<file path="config.mk">
export PLATFORM = sky130hd
export DESIGN_NAME = crcau_top
export DESIGN_NICKNAME = d
export VERILOG_FILES = /design/src/crcau_pkg.sv /design/src/crcau_fold.sv /design/src/crcau_top.sv
export SDC_FILE = /design/constraint.sdc
export NUM_CORES = 1
export LEC_CHECK = 0
export ABC_AREA = 0
export BUFFER_PORTS_ARGS = -buffer_cell sky130_fd_sc_hd__buf_2
export CAP_MARGIN = 20
export CORE_MARGIN = 3
export CORE_UTILIZATION = 32
export CTS_BUF_LIST = sky130_fd_sc_hd__clkbuf_8 sky130_fd_sc_hd__clkbuf_16
export DETAILED_ROUTE_END_ITERATION = 6
export HOLD_SLACK_MARGIN = 0.12
export MAX_ROUTING_LAYER = met4
export PLACE_DENSITY_LB_ADDON = 0.12
export RECOVER_POWER = 25
export SYNTH_ARGS = -nofsm -noshare
export SYNTH_HDL_FRONTEND = slang
export SYNTH_HIERARCHICAL = 1
export SYNTH_SLANG_ARGS = --single-unit
</file>
<file path="constraint.sdc">
create_clock -name clk_sys -period 3.7 [get_ports clk_sys]
set_input_delay 0.37 -clock clk_sys [delete_from_list [all_inputs] [get_ports clk_sys]]
set_output_delay 0.37 -clock clk_sys [all_outputs]
set_load 0.005 [all_outputs]
</file>
<file path="src/crcau_pkg.sv">
/*
 * Package for the byte-wide CRC unit with automatic flash scan.
 * Holds register offsets, field positions, reset values, polynomials,
 * the scan state type and the register-bus request struct.
 * Assumes a byte-wide special-function-register bus.
 */
//
// Contract
// - A feed-byte write folds the byte into the existing result.
// - Result port accesses hit the result byte chosen by the pointer.
// - Control-register write with auto enable set starts a flash scan.
// - Completion flag reads 0 during a scan, 1 otherwise.
// - Processor execution is stalled for the whole automatic scan.
// - First scanned address is start sector times 1024.
// - Last scanned sector starts at (start plus count) times 1024.
// - Upper two bits of the sector-count register read zero.
// - Bit-reverse register reads back the written byte mirrored.
// - Select 0 uses 32-bit 0x04C11DB7; select 1 uses 16-bit 0x1021.
// - Preset trigger loads all zeros or all ones per value select.
// - Pointer advances per result access; 16-bit mode wraps 10/11 low.
// - Result holds until preset, overwritten, or more bytes fed.
// - Start-sector field lives in bits 5:0 of the auto control register.
package crcau_pkg;
	localparam logic [7:0]  CRCAU_OFS_RESULT  = 8'h91;
	localparam logic [7:0]  CRCAU_OFS_CONTROL = 8'h92;
	localparam logic [7:0]  CRCAU_OFS_FEED    = 8'h93;
	localparam logic [7:0]  CRCAU_OFS_FLIP    = 8'h95;
	localparam logic [7:0]  CRCAU_OFS_AUTO    = 8'h96;
	localparam logic [7:0]  CRCAU_OFS_COUNT   = 8'h97;
	localparam int          CRCAU_BIT_SEL     = 4;
	localparam int          CRCAU_BIT_INIT    = 3;
	localparam int          CRCAU_BIT_VAL     = 2;
	localparam int          CRCAU_BIT_AUTO_CALC_ENABLE  = 7;
	localparam int          CRCAU_BIT_DONE    = 6;
	localparam logic [31:0] CRCAU_POLY32      = 32'h04C11DB7;
	localparam logic [15:0] CRCAU_POLY16      = 16'h1021;
	localparam logic [31:0] CRCAU_PRESET_ZERO = 32'h00000000;
	localparam logic [31:0] CRCAU_PRESET_ONES = 32'hFFFFFFFF;
	localparam logic [7:0]  CRCAU_RST_BYTE    = 8'h00;
	localparam logic [31:0] CRCAU_RST_RESULT  = 32'h00000000;
	localparam int          CRCAU_SECTOR_LOG2 = 10;
	localparam int          CRCAU_ADDR_W      = 16;

	typedef enum logic [1:0] {
		CRCAU_IDLE  = 2'b00,
		CRCAU_FETCH = 2'b01,
		CRCAU_FOLD  = 2'b11
	} crcau_state_t;

	typedef struct packed {
		logic       wr;
		logic       rd;
		logic [7:0] addr;
		logic [7:0] wdata;
	} crcau_sfr_req_t;
endpackage

</file>
<file path="src/crcau_fold.sv">
/*
 * One-byte CRC fold: combines an 8-bit input into a running CRC, MSB
 * first, for either the 32-bit or the 16-bit polynomial.
 * Assumes the caller registers the result.
 */
`timescale 1ns/1ps
`default_nettype none
module crcau_fold
	import crcau_pkg::*;
(
	input  wire logic        sel16,     // 1 selects the 16-bit polynomial
	input  wire logic [31:0] crc_in,    // current result
	input  wire logic [7:0]  data,      // byte to fold in
	output logic      [31:0] crc_out    // result after the byte
);
	always_comb begin
		logic [31:0] c;
		logic [15:0] h;
		c = crc_in;
		h = crc_in[15:0];
		for (int i = 7; i >= 0; i--) begin
			if (c[31] ^ data[i]) begin
				c = {c[30:0], 1'b0} ^ CRCAU_POLY32;
			end else begin
				c = {c[30:0], 1'b0};
			end
			if (h[15] ^ data[i]) begin
				h = {h[14:0], 1'b0} ^ CRCAU_POLY16;
			end else begin
				h = {h[14:0], 1'b0};
			end
		end
		// The upper half is kept zero in 16-bit mode.
		crc_out = sel16 ? {16'h0000, h} : c;
	end
endmodule
`default_nettype wire

</file>
<file path="src/crcau_top.sv">
/*
 * CRC unit with automatic flash scan, on the special-function-register
 * bus. Software feeds bytes, reads the result a byte at a time, and can
 * start a hardware scan over 1024-byte flash sectors.
 * Assumes a single-cycle SFR bus and a flash port that returns data one
 * cycle after the read strobe. The core honours cpu_stall.
 */
`timescale 1ns/1ps
`default_nettype none
module crcau_top
	import crcau_pkg::*;
(
	input  wire logic                    clk_sys,     // 100 MHz clock
	input  wire logic                    reset_n,     // async reset, low
	input  wire crcau_sfr_req_t          sfr_req,     // SFR access
	output logic      [7:0]              sfr_rdata,   // SFR read data
	output logic                         cpu_stall,   // halts execution
	output logic                         flash_rd,    // flash read strobe
	output logic      [CRCAU_ADDR_W-1:0] flash_addr,  // flash byte address
	input  wire logic [7:0]              flash_rdata  // flash data
);
	logic [31:0]             result_r, result_nxt;
	logic [1:0]              ptr_r, ptr_nxt;
	logic                    sel_r, sel_nxt;
	logic                    val_r, val_nxt;
	logic [7:0]              feed_r, feed_nxt;
	logic [7:0]              flip_r, flip_nxt;
	logic                    auto_calc_enable_r, auto_calc_enable_nxt;
	logic [5:0]              start_r, start_nxt;
	logic [5:0]              count_r, count_nxt;
	crcau_state_t            state_r, state_nxt;
	logic [CRCAU_ADDR_W-1:0] addr_r, addr_nxt;
	logic [CRCAU_ADDR_W-1:0] last_addr;
	logic [7:0]              fold_byte;
	logic [31:0]             folded;
	logic [1:0]              eff_ptr;
	logic [7:0]              ptr_byte;
	logic                    wr, rd;

	assign wr = sfr_req.wr && (state_r == CRCAU_IDLE);
	assign rd = sfr_req.rd && (state_r == CRCAU_IDLE);

	////////////////////////////////////////////////////////////////////
	// In 16-bit mode pointer values 10 and 11 both alias the low byte.
	assign eff_ptr  = (sel_r && ptr_r[1]) ? 2'b00 : ptr_r;
	assign ptr_byte = result_r[eff_ptr*8 +: 8];

	// The last byte is the final byte of sector (start+count).
	assign last_addr = CRCAU_ADDR_W'({({1'b0, start_r} + {1'b0, count_r}),
		{CRCAU_SECTOR_LOG2{1'b1}}});

	assign fold_byte = (state_r == CRCAU_FOLD) ? flash_rdata
		: sfr_req.wdata;

	crcau_fold crcau_fold_inst (
		.sel16   (sel_r),
		.crc_in  (result_r),
		.data    (fold_byte),
		.crc_out (folded)
	);

	////////////////////////////////////////////////////////////////////
	always_comb begin
		result_nxt = result_r;
		ptr_nxt    = ptr_r;
		sel_nxt    = sel_r;
		val_nxt    = val_r;
		feed_nxt   = feed_r;
		flip_nxt   = flip_r;
		auto_calc_enable_nxt = auto_calc_enable_r;
		start_nxt  = start_r;
		count_nxt  = count_r;
		state_nxt  = state_r;
		addr_nxt   = addr_r;
		if (wr) begin
			case (sfr_req.addr)
			CRCAU_OFS_RESULT: begin
				result_nxt[eff_ptr*8 +: 8] = sfr_req.wdata;
				ptr_nxt = ptr_r + 2'b01;
			end
			CRCAU_OFS_CONTROL: begin
				sel_nxt    = sfr_req.wdata[CRCAU_BIT_SEL];
				val_nxt    = sfr_req.wdata[CRCAU_BIT_VAL];
				ptr_nxt    = sfr_req.wdata[1:0];
				if (sfr_req.wdata[CRCAU_BIT_INIT]) begin
					result_nxt = sfr_req.wdata[CRCAU_BIT_VAL]
						? CRCAU_PRESET_ONES : CRCAU_PRESET_ZERO;
				end
				if (auto_calc_enable_r) begin
					state_nxt = CRCAU_FETCH;
					addr_nxt  = CRCAU_ADDR_W'({start_r,
						{CRCAU_SECTOR_LOG2{1'b0}}});
				end
			end
			CRCAU_OFS_FEED: begin
				feed_nxt   = sfr_req.wdata;
				result_nxt = folded;
			end
			CRCAU_OFS_FLIP: begin
				for (int i = 0; i < 8; i++) begin
					flip_nxt[7-i] = sfr_req.wdata[i];
				end
			end
			CRCAU_OFS_AUTO: begin
				auto_calc_enable_nxt = sfr_req.wdata[CRCAU_BIT_AUTO_CALC_ENABLE];
				start_nxt  = sfr_req.wdata[5:0];
			end
			CRCAU_OFS_COUNT: begin
				count_nxt = sfr_req.wdata[5:0];
			end
			default: begin
			end
			endcase
		end else if (rd && sfr_req.addr == CRCAU_OFS_RESULT) begin
			ptr_nxt = ptr_r + 2'b01;
		end
		case (state_r)
		CRCAU_IDLE: begin
		end
		CRCAU_FETCH: begin
			state_nxt = CRCAU_FOLD;
		end
		CRCAU_FOLD: begin
			result_nxt = folded;
			if (addr_r == last_addr) begin
				state_nxt = CRCAU_IDLE;
			end else begin
				addr_nxt  = addr_r + 1'b1;
				state_nxt = CRCAU_FETCH;
			end
		end
		default: begin
			state_nxt = CRCAU_IDLE;
		end
		endcase
	end

	always_ff @(posedge clk_sys or negedge reset_n) begin
		if (!reset_n) begin
			result_r <= CRCAU_RST_RESULT;
			ptr_r    <= 2'b00;
			sel_r    <= 1'b0;
			val_r    <= 1'b0;
			feed_r   <= CRCAU_RST_BYTE;
			flip_r   <= CRCAU_RST_BYTE;
			auto_calc_enable_r <= 1'b0;
			start_r  <= 6'h00;
			count_r  <= 6'h00;
			state_r  <= CRCAU_IDLE;
			addr_r   <= '0;
		end else begin
			result_r <= result_nxt;
			ptr_r    <= ptr_nxt;
			sel_r    <= sel_nxt;
			val_r    <= val_nxt;
			feed_r   <= feed_nxt;
			flip_r   <= flip_nxt;
			auto_calc_enable_r <= auto_calc_enable_nxt;
			start_r  <= start_nxt;
			count_r  <= count_nxt;
			state_r  <= state_nxt;
			addr_r   <= addr_nxt;
		end
	end

	////////////////////////////////////////////////////////////////////
	// Stall covers every scan cycle so firmware never sees the flag low.
	assign cpu_stall  = (state_r != CRCAU_IDLE);
	assign flash_rd   = (state_r == CRCAU_FETCH);
	assign flash_addr = addr_r;

	always_comb begin
		case (sfr_req.addr)
		CRCAU_OFS_RESULT:  sfr_rdata = ptr_byte;
		// Bits 7:5 are unused and the init bit self-clears, so both read 0.
		CRCAU_OFS_CONTROL: sfr_rdata = {3'h0, sel_r, 1'b0, val_r,
			ptr_r};
		CRCAU_OFS_FEED:    sfr_rdata = feed_r;
		CRCAU_OFS_FLIP:    sfr_rdata = flip_r;
		CRCAU_OFS_AUTO:    sfr_rdata = {auto_calc_enable_r,
			state_r == CRCAU_IDLE, start_r};
		CRCAU_OFS_COUNT:   sfr_rdata = {2'b00, count_r};
		default:           sfr_rdata = 8'h00;
		endcase
	end
endmodule
`default_nettype wire

</file>
==> impl_metrics.py, run 1 <==
metrics = {
    "synth": {
        "ys_warn_count": 6,
        "synth_compound_area_share_pct": 16.05,
        "synth-seq-area-share_pct": 32.14,
        "netlist_instances": 693,
        "synthAdderAreaFrac_pct": 2.052,
        "synthSimpleGateAreaFrac_pct": 15.91,
        "syn-cell-area_um2": 6462,
        "synth_seq_cells": 83,
        "async_reset_ff_share_pct": 100.0,
        "synth_edf_count": 0,
        "synth_ff_type": "dfrtp_1",
        "syn_nets": 731,
        "avgSynthCellArea_um2": 9.325,
        "synth_top_family_by_area": "compound AO/OA/AOI/OAI gates",
        "synth-xor-area-share_pct": 15.99,
        "ys_types": 64,
        "yosys-mux-area-fraction_pct": 14.70,
    },
    "hold_path": {
        "hp-start": "sfr_req[17]",
        "min_path_cells": 3,
        "holdCritPathClass": "input pin to flip-flop",
        "worstHoldEndpoint": "state_r[0]",
    },
    "placed_design": {
        "dp_hpwl_um": 15640,
        "numPortBuffers": 53,
        "place.gp.congestion": 0.8843,
    },
    "worst_setup_path": {
        "worstSetupEndpointType": "flip-flop",
        "r2r_slack_ns": 0.38,
        "r2r-start": "state_r[0]",
        "cp.arrival_ns": 3.55,
        "start_kind": "flip-flop",
        "setup.worst_path.class": "flip-flop to flip-flop",
        "path_max_fanout": 14,
        "r2r-end": "result_r[9]",
        "worstPathRequired_ns": 3.93,
        "r2r_cells": 11,
    },
    "clocking": {
        "cts_buffers": 9,
        "clock_latency_ns": 0.36,
        "cts_resized": 0,
        "cts_tree": "yes",
        "ctsHoldBuffers": 0,
        "cts_max_path_buffers": 2,
        "clk_pin_slew_worst_paths_ns": 0.07,
        "h-tree-depth": 3,
        "cts_sinks": 83,
        "cts_setup_buffers": 0,
        "cts-root-buf": "clkbuf_16",
    },
    "routing": {
        "ant_nets": 0,
        "drt_iter0_drc": 431,
        "detail_route.wl_per_cell_um": 21.75,
        "wirelength_um": 21910,
        "first_pass_iters": 6,
        "vias": 5597,
        "drc": 0,
        "viasPerCell": 5.558,
    },
    "power_and_ir_drop": {
        "vdd_drop_max_mv": 0.4430,
        "p_leak_nw": 3.351,
        "power-per-cell-area_nw_per_um2": 958.4,
    },
    "die": {
        "start_util_pct": 32.88,
        "io_pins": 54,
        "num_rows": 51,
        "dieArea_um2": 21940,
        "die_w_um": 148.1,
        "die_y_um": 148.1,
        "core_um2": 19650,
    },
    "sta": {
        "period_share_pct": 89.70,
        "slew_viol_final": 64,
        "rsz0062_at_grt": "no",
        "hold_viol_final": 0,
        "max_freq_mhz": 301.3,
        "post-route-min-period_ns": 3.319,
        "finalSetupTns_ns": 0,
        "tightest_slew_ns": 1.781,
        "holdWs_ns": 0.4019,
        "slew_headroom_pct": -18.77,
        "setup_viol": 0,
        "skew_ns": 0.01278,
    },
    "layout": {
        "final_common_cell": "nand2_1",
        "drive_gt1_share_pct": 23.75,
        "synthToLayoutAreaGrowth_pct": 13.42,
        "fin_nets": 774,
        "mostFrequentLayoutCells": "nand2_1, dfrtp_1, mux2_2",
    },
    "global_routing": {
        "grt_antenna_before_repair": 1,
        "grt_max_degree": 64,
        "grt_util_all_layers_pct": 20.55,
        "grt_pass1_wl_um": 33480,
        "grt_overflow_total": 0,
        "grt_pass1_vias": 5490,
    },
    "run_status": {
        "status": "finished, violations left",
        "failed_checks": "capacitance limit, slew limit",
    },
    "job": {
        "drv_cap": 1,
    },
}
[per-stage QoR]
| stage | setup WS, ns | instances | instance area (µm²) | utilization, % | power [mW] |
|---|---|---|---|---|---|
| 6_report | 0.3809 | 1007 | 7330 | 37.29 | 7.025 |
| 5_1_grt | 0.1270 | 1007 | 7330 | 37.29 | 7.566 |
| 4_1_cts | 0.3850 | 1006 | 7330 | 37.29 | 7.014 |
| 3_5_place_dp | 0.3913 | 990 | 7019 | 35.71 | 6.006 |
| 3_3_place_gp | 0.5211 | 990 | 7019 | 35.71 | 5.986 |
| 2_1_floorplan | 0.4845 | 693 | 6462 | - | 5.111 |
[state kept, by name (all words and copies together) (netlist names), 2 cells and up]
signal      cells
feed_r          8
flip_r          8
state_r         2
result_r       32
flash_addr     16
count_r         6
start_r         6
ptr_r           2
[cell usage after synthesis (all sizes together) (2+ instances only)]
library cell  number  area share (%)
a21boi             3            0.35
a21o               2            0.23
a21oi             45             3.6
a221o              6            0.93
a222oi             6            0.93
a22o               2            0.27
a22oi              3            0.35
a311oi             2            0.27
a31oi              5            0.58
and2               7            0.68
and3               5            0.48
buf               11            0.93
clkbuf            25             1.5
dfrtp             83              32
ha                 9             1.7
inv               13            0.76
mux2              63              11
mux2i             24             3.7
nand2             89             5.2
nand3             33             2.6
nand4              5            0.48
nor2              37             2.1
nor2b              4            0.39
nor3              13             1.2
nor4               7             1.4
o211a              2            0.31
o211ai             8            0.93
o21a               5            0.58
o21ai             58             4.8
o21bai             3            0.35
o221a              4            0.70
or2                3            0.29
or4                2            0.23
xnor2             59             9.3
xnor3              6             2.1
xor2              27             3.9
xor3               2            0.74
[metal layers]
layer,part of all wire (%),track usage [%]
met1,48,28.99
met3,5.7,3.291
met5,0,-
met4,2.4,7.252
met2,44,30.01
[cells by family (layout without fill, tap and decap cells)]
kind of cell / after synthesis / after routing
AND/OR/NAND/NOR: 211 / 211
AO/OA/AOI/OAI: 159 / 159
XOR/XNOR: 94 / 94
multiplexers: 87 / 87
flip-flops: 83 / 83
buffers and inverters: 49 / 97
adder cells (fa/ha/maj): 10 / 10
other: 0 / 1
[layout make-up]
cell class,instances,area [µm²]
inverters,13,48.80
flip-flops and latches,83,2077
well taps,265,331.6
clock inverters,6,71.32
fillers,2056,12320
repair buffers,68,377.9
multi-input cells,561,4182
clock buffers,10,239.0
diodes,1,2.502
[worst max-delay path by stage]
stage	from	end	slack, ns	cells past startpoint
after floorplan	state_r[0]	result_r[7]	0.48	13
after global placement	state_r[0]	result_r[9]	0.52	11
after detailed placement	state_r[0]	result_r[7]	0.39	11
after CTS	state_r[0]	result_r[7]	0.38	11
after global routing	state_r[0]	result_r[4]	0.13	11
final	state_r[0]	result_r[9]	0.38	11
[power breakdown]
| part | switching, mW | internal [mW] | leakage [nW] | total [mW] |
|---|---|---|---|---|
| logic | 2.14 | 2.45 | 2.19 | 4.60 |
| clock network | 0.417 | 0.548 | 0.146 | 0.965 |
| registers | 0.291 | 1.17 | 1.01 | 1.46 |
| total | 2.85 | 4.17 | 3.35 | 7.02 |
[critical path: stages (launching register included)]
cell and delay (ns):
dfrtp_1 0.42, nand2_1 0.40, nand2_1 0.21, nand2_1 0.17, xnor2_2 0.40, xor3_1 0.55, xnor2_1 0.15, o21ai_0 0.33
xor2_1 0.11, nand2_1 0.07, o21ai_0 0.08, mux2_1 0.30
Power figures use the tool's default switching activity.
==> run 2, diff against run 1 <==
--- a/config.mk
+++ b/config.mk
@@ -6,16 +6,18 @@
 export NUM_CORES = 1
 export LEC_CHECK = 0
 export ABC_AREA = 0
-export BUFFER_PORTS_ARGS = -buffer_cell sky130_fd_sc_hd__buf_2
 export CAP_MARGIN = 20
 export CORE_MARGIN = 3
 export CORE_UTILIZATION = 32
 export CTS_BUF_LIST = sky130_fd_sc_hd__clkbuf_8 sky130_fd_sc_hd__clkbuf_16
+export CTS_CLUSTER_DIAMETER = 60
 export DETAILED_ROUTE_END_ITERATION = 6
+export DONT_BUFFER_PORTS = 1
 export HOLD_SLACK_MARGIN = 0.12
 export MAX_ROUTING_LAYER = met4
 export PLACE_DENSITY_LB_ADDON = 0.12
 export RECOVER_POWER = 25
+export SLEW_MARGIN = 0
 export SYNTH_ARGS = -nofsm -noshare
 export SYNTH_HDL_FRONTEND = slang
 export SYNTH_HIERARCHICAL = 1
==> run 2 against run 1 <==
  * The flow still finishes with violations (capacitance limit, slew limit)
  * Routed wire length is 2.1% lower
  * Combinational power is essentially flat
  * Via count fell by 2.8%
  * Largest cell class unchanged
==> impl_metrics.py, run 2 (synthesized netlist as in run 1, its figures left out) <==
metrics = {
    "sta": {
        "setup_viol": 0,
        "slew_viol_final": 84,
        "hold_viol_final": 0,
        "rsz0062_at_grt": "no",
        "slew_headroom_pct": -47.75,
        "max_freq_mhz": 297.2,
        "post-route-min-period_ns": 3.365,
        "finalSetupTns_ns": 0,
        "skew_ns": 0.01017,
        "tightest_slew_ns": 2.216,
        "period_share_pct": 90.94,
    },
    "placed_design": {
        "place_inst": 932,
        "dp_hpwl_um": 15100,
        "place.gp.congestion": 0.8776,
        "numPortBuffers": 0,
    },
    "layout": {
        "mostFrequentLayoutCells": "nand2_1, dfrtp_1, mux2_2",
        "stdcell_count": 949,
        "drive_gt1_share_pct": 17.25,
        "seq_area_um2": 2077,
        "multi_input_area_um2": 4182,
        "final_common_cell": "nand2_1",
        "largest_reg_flops": 32,
        "n_fill_cell": 2059,
        "synthToLayoutAreaGrowth_pct": 8.964,
        "diodes": 0,
        "regMostFlops": "result_r",
        "fin_nets": 718,
    },
    "power_and_ir_drop": {
        "p_leak_nw": 3.134,
        "power-per-cell-area_nw_per_um2": 991.8,
        "vdd_drop_max_mv": 0.3942,
    },
    "clocking": {
        "cts_max_path_buffers": 2,
        "clock_latency_ns": 0.36,
        "h-tree-depth": 3,
        "cts-root-buf": "clkbuf_16",
        "cts_buffers": 9,
        "cts_setup_buffers": 0,
        "cts_tree": "yes",
        "cts_resized": 0,
        "clk_pin_slew_worst_paths_ns": 0.07,
        "cts_sinks": 83,
        "ctsHoldBuffers": 2,
    },
    "worst_setup_path": {
        "path_max_fanout": 14,
        "r2r_slack_ns": 0.34,
        "worstSetupEndpointType": "flip-flop",
        "worstPathRequired_ns": 3.94,
        "cp.arrival_ns": 3.60,
        "start_kind": "flip-flop",
        "setup.worst_path.class": "flip-flop to flip-flop",
    },
    "routing": {
        "drc": 0,
        "ant_nets": 0,
        "first_pass_iters": 6,
        "viasPerCell": 5.733,
        "wirelength_um": 21450,
        "drt_iter0_drc": 501,
        "detail_route.wl_per_cell_um": 22.60,
        "vias": 5441,
    },
    "die": {
        "die_w_um": 148.1,
        "core_um2": 19650,
        "start_util_pct": 32.88,
        "num_rows": 51,
        "dieArea_um2": 21940,
        "io_pins": 54,
        "die_y_um": 148.1,
    },
    "run_status": {
        "failed_checks": "capacitance limit, slew limit",
        "status": "finished, violations left",
    },
    "global_routing": {
        "grt_max_degree": 84,
        "grt_pass1_vias": 5305,
        "grt_overflow_total": 0,
        "grt_util_all_layers_pct": 20.55,
        "grt_antenna_before_repair": 0,
        "grt_pass1_wl_um": 33290,
    },
    "job": {
        "drv_cap": 1,
    },
    "hold_path": {
        "holdCritPathClass": "input pin to flip-flop",
    },
}
## run 2: cell count changes in the layout (fill, tap and decap cells not counted), sizes merged
cell	before	now
buf	67	10
clkinv	1	3
clkinvlp	2	0
diode	1	0
dlygate4sd3	0	1
inv	15	14
## run 2: metrics by stage
| stage | total power [mW] | worst slack [ns] | util [%] | hold WS (ns) | area (µm²) |
|---|---|---|---|---|---|
| after floorplan | 5.111 | 0.4845 | - | 0.07441 | 6462 |
| after global placement | 5.981 | 0.4449 | 34.22 | 0.07916 | 6726 |
| after detailed placement | 5.989 | 0.3907 | 34.22 | 0.07938 | 6726 |
| after CTS | 7.011 | 0.3715 | 35.94 | 0.1500 | 7064 |
| after global routing | 7.594 | 0.07278 | 35.83 | 0.1478 | 7042 |
| final | 6.984 | 0.3351 | 35.83 | 0.1640 | 7042 |
## run 2: layout make-up
| cell class | instances | share of cell area [%] |
|---|---|---|
| sequential | 83 | 29.50 |
| multi-input combinational | 561 | 59.38 |
| clock inverter | 5 | 0.8706 |
| inverter | 13 | 0.6930 |
| tap | 265 | 4.709 |
| clock buffer | 10 | 3.394 |
| timing repair buffer | 12 | 1.457 |
## run 2: final timing paths
| check | endpoint | from | cells after the start |
|---|---|---|---|
| worst max-delay path | result_r[4] | state_r[0] | 13 |
| worst min-delay path | count_r[1] | sfr_req[1] | 1 |
| worst max register to register | result_r[4] | state_r[0] | 13 |
| worst min register to register | feed_r[2] | feed_r[2] | 1 |
| max in group asynchronous | val_r | reset_n | 2 |
| min in group asynchronous | flash_addr[1] | reset_n | 2 |
## run 2: routing by layer
metal  up-vias  part of all wire (%)  global-route usage, %
li1       2459                     -                      -
met1      2768                    47                  29.49
met2       191                    45                  29.94
met3        23                   6.1                  3.352
met4         0                   1.7                  6.143
met5         -                     0                      -
## run 2: worst max-delay path, stage by stage, from the launching register on
cell and delay [ns]:
dfrtp_1 0.42, nand2_1 0.40, nand2_1 0.30, nand2_1 0.16, xnor2_2 0.17, buf_4 0.18, xnor2_1 0.27, buf_4 0.23
xnor3_1 0.22, o21ai_1 0.16, xor2_1 0.09, a21oi_1 0.23, o21ai_0 0.15, mux2_2 0.28
## run 2: report_power, final
group | internal (mW) | total, mW | switching (mW)
clock network | 0.542 | 0.946 | 0.404
logic | 2.45 | 4.59 | 2.14
registers | 1.17 | 1.45 | 0.276
==> run 3, diff against run 2 <==
--- a/config.mk
+++ b/config.mk
@@ -7,6 +7,8 @@
 export LEC_CHECK = 0
 export ABC_AREA = 0
 export CAP_MARGIN = 20
+export CELL_PAD_IN_SITES_DETAIL_PLACEMENT = 0
+export CELL_PAD_IN_SITES_GLOBAL_PLACEMENT = 1
 export CORE_MARGIN = 3
 export CORE_UTILIZATION = 32
 export CTS_BUF_LIST = sky130_fd_sc_hd__clkbuf_8 sky130_fd_sc_hd__clkbuf_16
==> run 3 against run 2 <==
  * The run still ends with capacitance limit, slew limit left
  * Sequential power hardly changed
  * Clock skew hardly changed
  * Non-clock buffer count is 10 higher
  * Worst setup slack hardly changed
  * Critical endpoint is now result_r[13]
==> impl_metrics.py, run 3 (synthesized netlist as in run 1, its figures left out) <==
metrics = {
    "worst_setup_path": {
        "path_common_cell": "nand2_1",
        "setup.worst_path.class": "flip-flop to flip-flop",
        "path_max_fanout": 13,
        "cp_cell_sequence": "and2_1 -> nand2_1 -> nand2_1 -> xnor2_4 -> xnor2_2 -> xnor3_1 -> o21ai_2 -> xnor2_1 -> nand2_1 -> o21ai_1 -> mux2_1",
        "max_stage_delay_ns": 0.56,
        "cp.arrival_ns": 3.61,
        "start_kind": "flip-flop",
        "path_buf_inv": 0,
        "worstSetupEndpointType": "flip-flop",
        "worstPathRequired_ns": 3.95,
        "cp_top_family": "XOR/XNOR gates",
        "cpMaxStageDelayCell": "and2_1",
    },
    "routing": {
        "viasPerCell": 5.559,
        "ant_nets": 0,
        "detail_route.wl_per_cell_um": 23.14,
        "first_pass_iters": 5,
        "vias": 5342,
        "drt_iter0_drc": 467,
        "drc": 0,
        "wirelength_um": 22230,
    },
    "sta": {
        "slew_viol_final": 84,
        "tightest_slew_ns": 2.224,
        "slew_headroom_pct": -48.29,
        "rsz0062_at_grt": "no",
        "setup_viol": 0,
        "max_freq_mhz": 297.2,
        "hold_viol_final": 0,
        "period_share_pct": 90.94,
        "skew_ns": 0.009876,
        "finalSetupTns_ns": 0,
        "post-route-min-period_ns": 3.365,
    },
    "layout": {
        "synthToLayoutAreaGrowth_pct": 10.07,
        "n_fill_cell": 2046,
        "regMostFlops": "result_r",
        "drive_gt1_share_pct": 18.56,
        "mostFrequentLayoutCells": "nand2_1, dfrtp_1, mux2_2",
        "fin_nets": 728,
        "final_common_cell": "nand2_1",
        "largest_reg_flops": 32,
    },
    "job": {
        "drv_cap": 1,
    },
    "die": {
        "io_pins": 54,
        "dieArea_um2": 21940,
        "start_util_pct": 32.88,
        "die_y_um": 148.1,
        "die_w_um": 148.1,
        "num_rows": 51,
        "core_um2": 19650,
    },
    "clocking": {
        "cts_tree": "yes",
        "clock_latency_ns": 0.36,
        "cts_sinks": 83,
        "cts_max_path_buffers": 2,
        "clk_pin_slew_worst_paths_ns": 0.08,
        "cts_setup_buffers": 0,
        "cts_buffers": 9,
        "cts-root-buf": "clkbuf_16",
        "h-tree-depth": 3,
    },
    "placed_design": {
        "place.gp.congestion": 0.9030,
        "dp_hpwl_um": 15960,
        "numPortBuffers": 0,
    },
    "global_routing": {
        "grt_pass1_wl_um": 34070,
        "grt_max_degree": 84,
        "grt_overflow_total": 0,
        "grt_antenna_before_repair": 1,
        "grt_pass1_vias": 5276,
        "grt_util_all_layers_pct": 21.22,
    },
    "run_status": {
        "failed_checks": "capacitance limit, slew limit",
        "status": "finished, violations left",
    },
    "power_and_ir_drop": {
        "power-per-cell-area_nw_per_um2": 982.6,
        "power_mw": 6.989,
        "vdd_drop_max_mv": 0.3456,
        "p_leak_nw": 3.179,
    },
    "hold_path": {
        "holdCritPathClass": "input pin to flip-flop",
    },
}
[run 3: layer usage]
metal / vias to the layer above / track usage (%) / part of all wire, %
met5: - / - / 0
met4: 0 / 6.143 / 1.7
met3: 21 / 4.357 / 5.5
met2: 174 / 31.63 / 45
met1: 2661 / 29.33 / 48
li1: 2486 / - / -
[run 3: final cells by class]
cell class	count	area (µm²)	area share, %
multi-input combinational	561	4182	58.79
sequential	83	2077	29.20
tap	265	331.6	4.661
clock buffer	9	225.2	3.166
timing repair buffer	22	170.2	2.392
clock inverter	7	76.32	1.073
inverter	13	48.80	0.6860
antenna	1	2.502	0.03518
[run 3: stage by stage]
stage               std cells  area (µm²)  setup slack, ns  hold WS, ns  utilization, %
global route              961        7113          0.05428       0.1398           36.19
global placement          940        6774           0.4068      0.07725           34.47
CTS                       958        7113           0.3402       0.1458           36.19
floorplan                 693        6462           0.4845      0.07441               -
detailed placement        940        6774           0.3610      0.07732           34.47
finish                    961        7113           0.3353       0.1603           36.19
[run 3: report_power, final]
part / internal, mW / leakage, nW / switching (mW)
Sequential: 1.17 / 1.01 / 0.279
Combinational: 2.48 / 2.02 / 2.12
Clock: 0.482 / 0.149 / 0.466
Total: 4.13 / 3.18 / 2.86
[run 3: what timing repair did]
item                                   4_1_cts  5_1_grt
endpoints found under the hold margin       83        0
hold buffers                                 2        0
resized for setup                            0        0
[run 3: worst paths after layout]
check                                 from       endpoint  slack, ns  cells after the start
worst max-delay path            state_r[0]   result_r[13]       0.34                     11
worst min-delay path            sfr_req[4]     count_r[4]       0.16                      1
worst max register to register  state_r[0]   result_r[13]       0.34                     11
worst min register to register   flip_r[6]      flip_r[6]       0.51                      1
max in group asynchronous          reset_n      feed_r[0]       1.18                      2
min in group asynchronous          reset_n  flash_addr[4]       1.24                      2
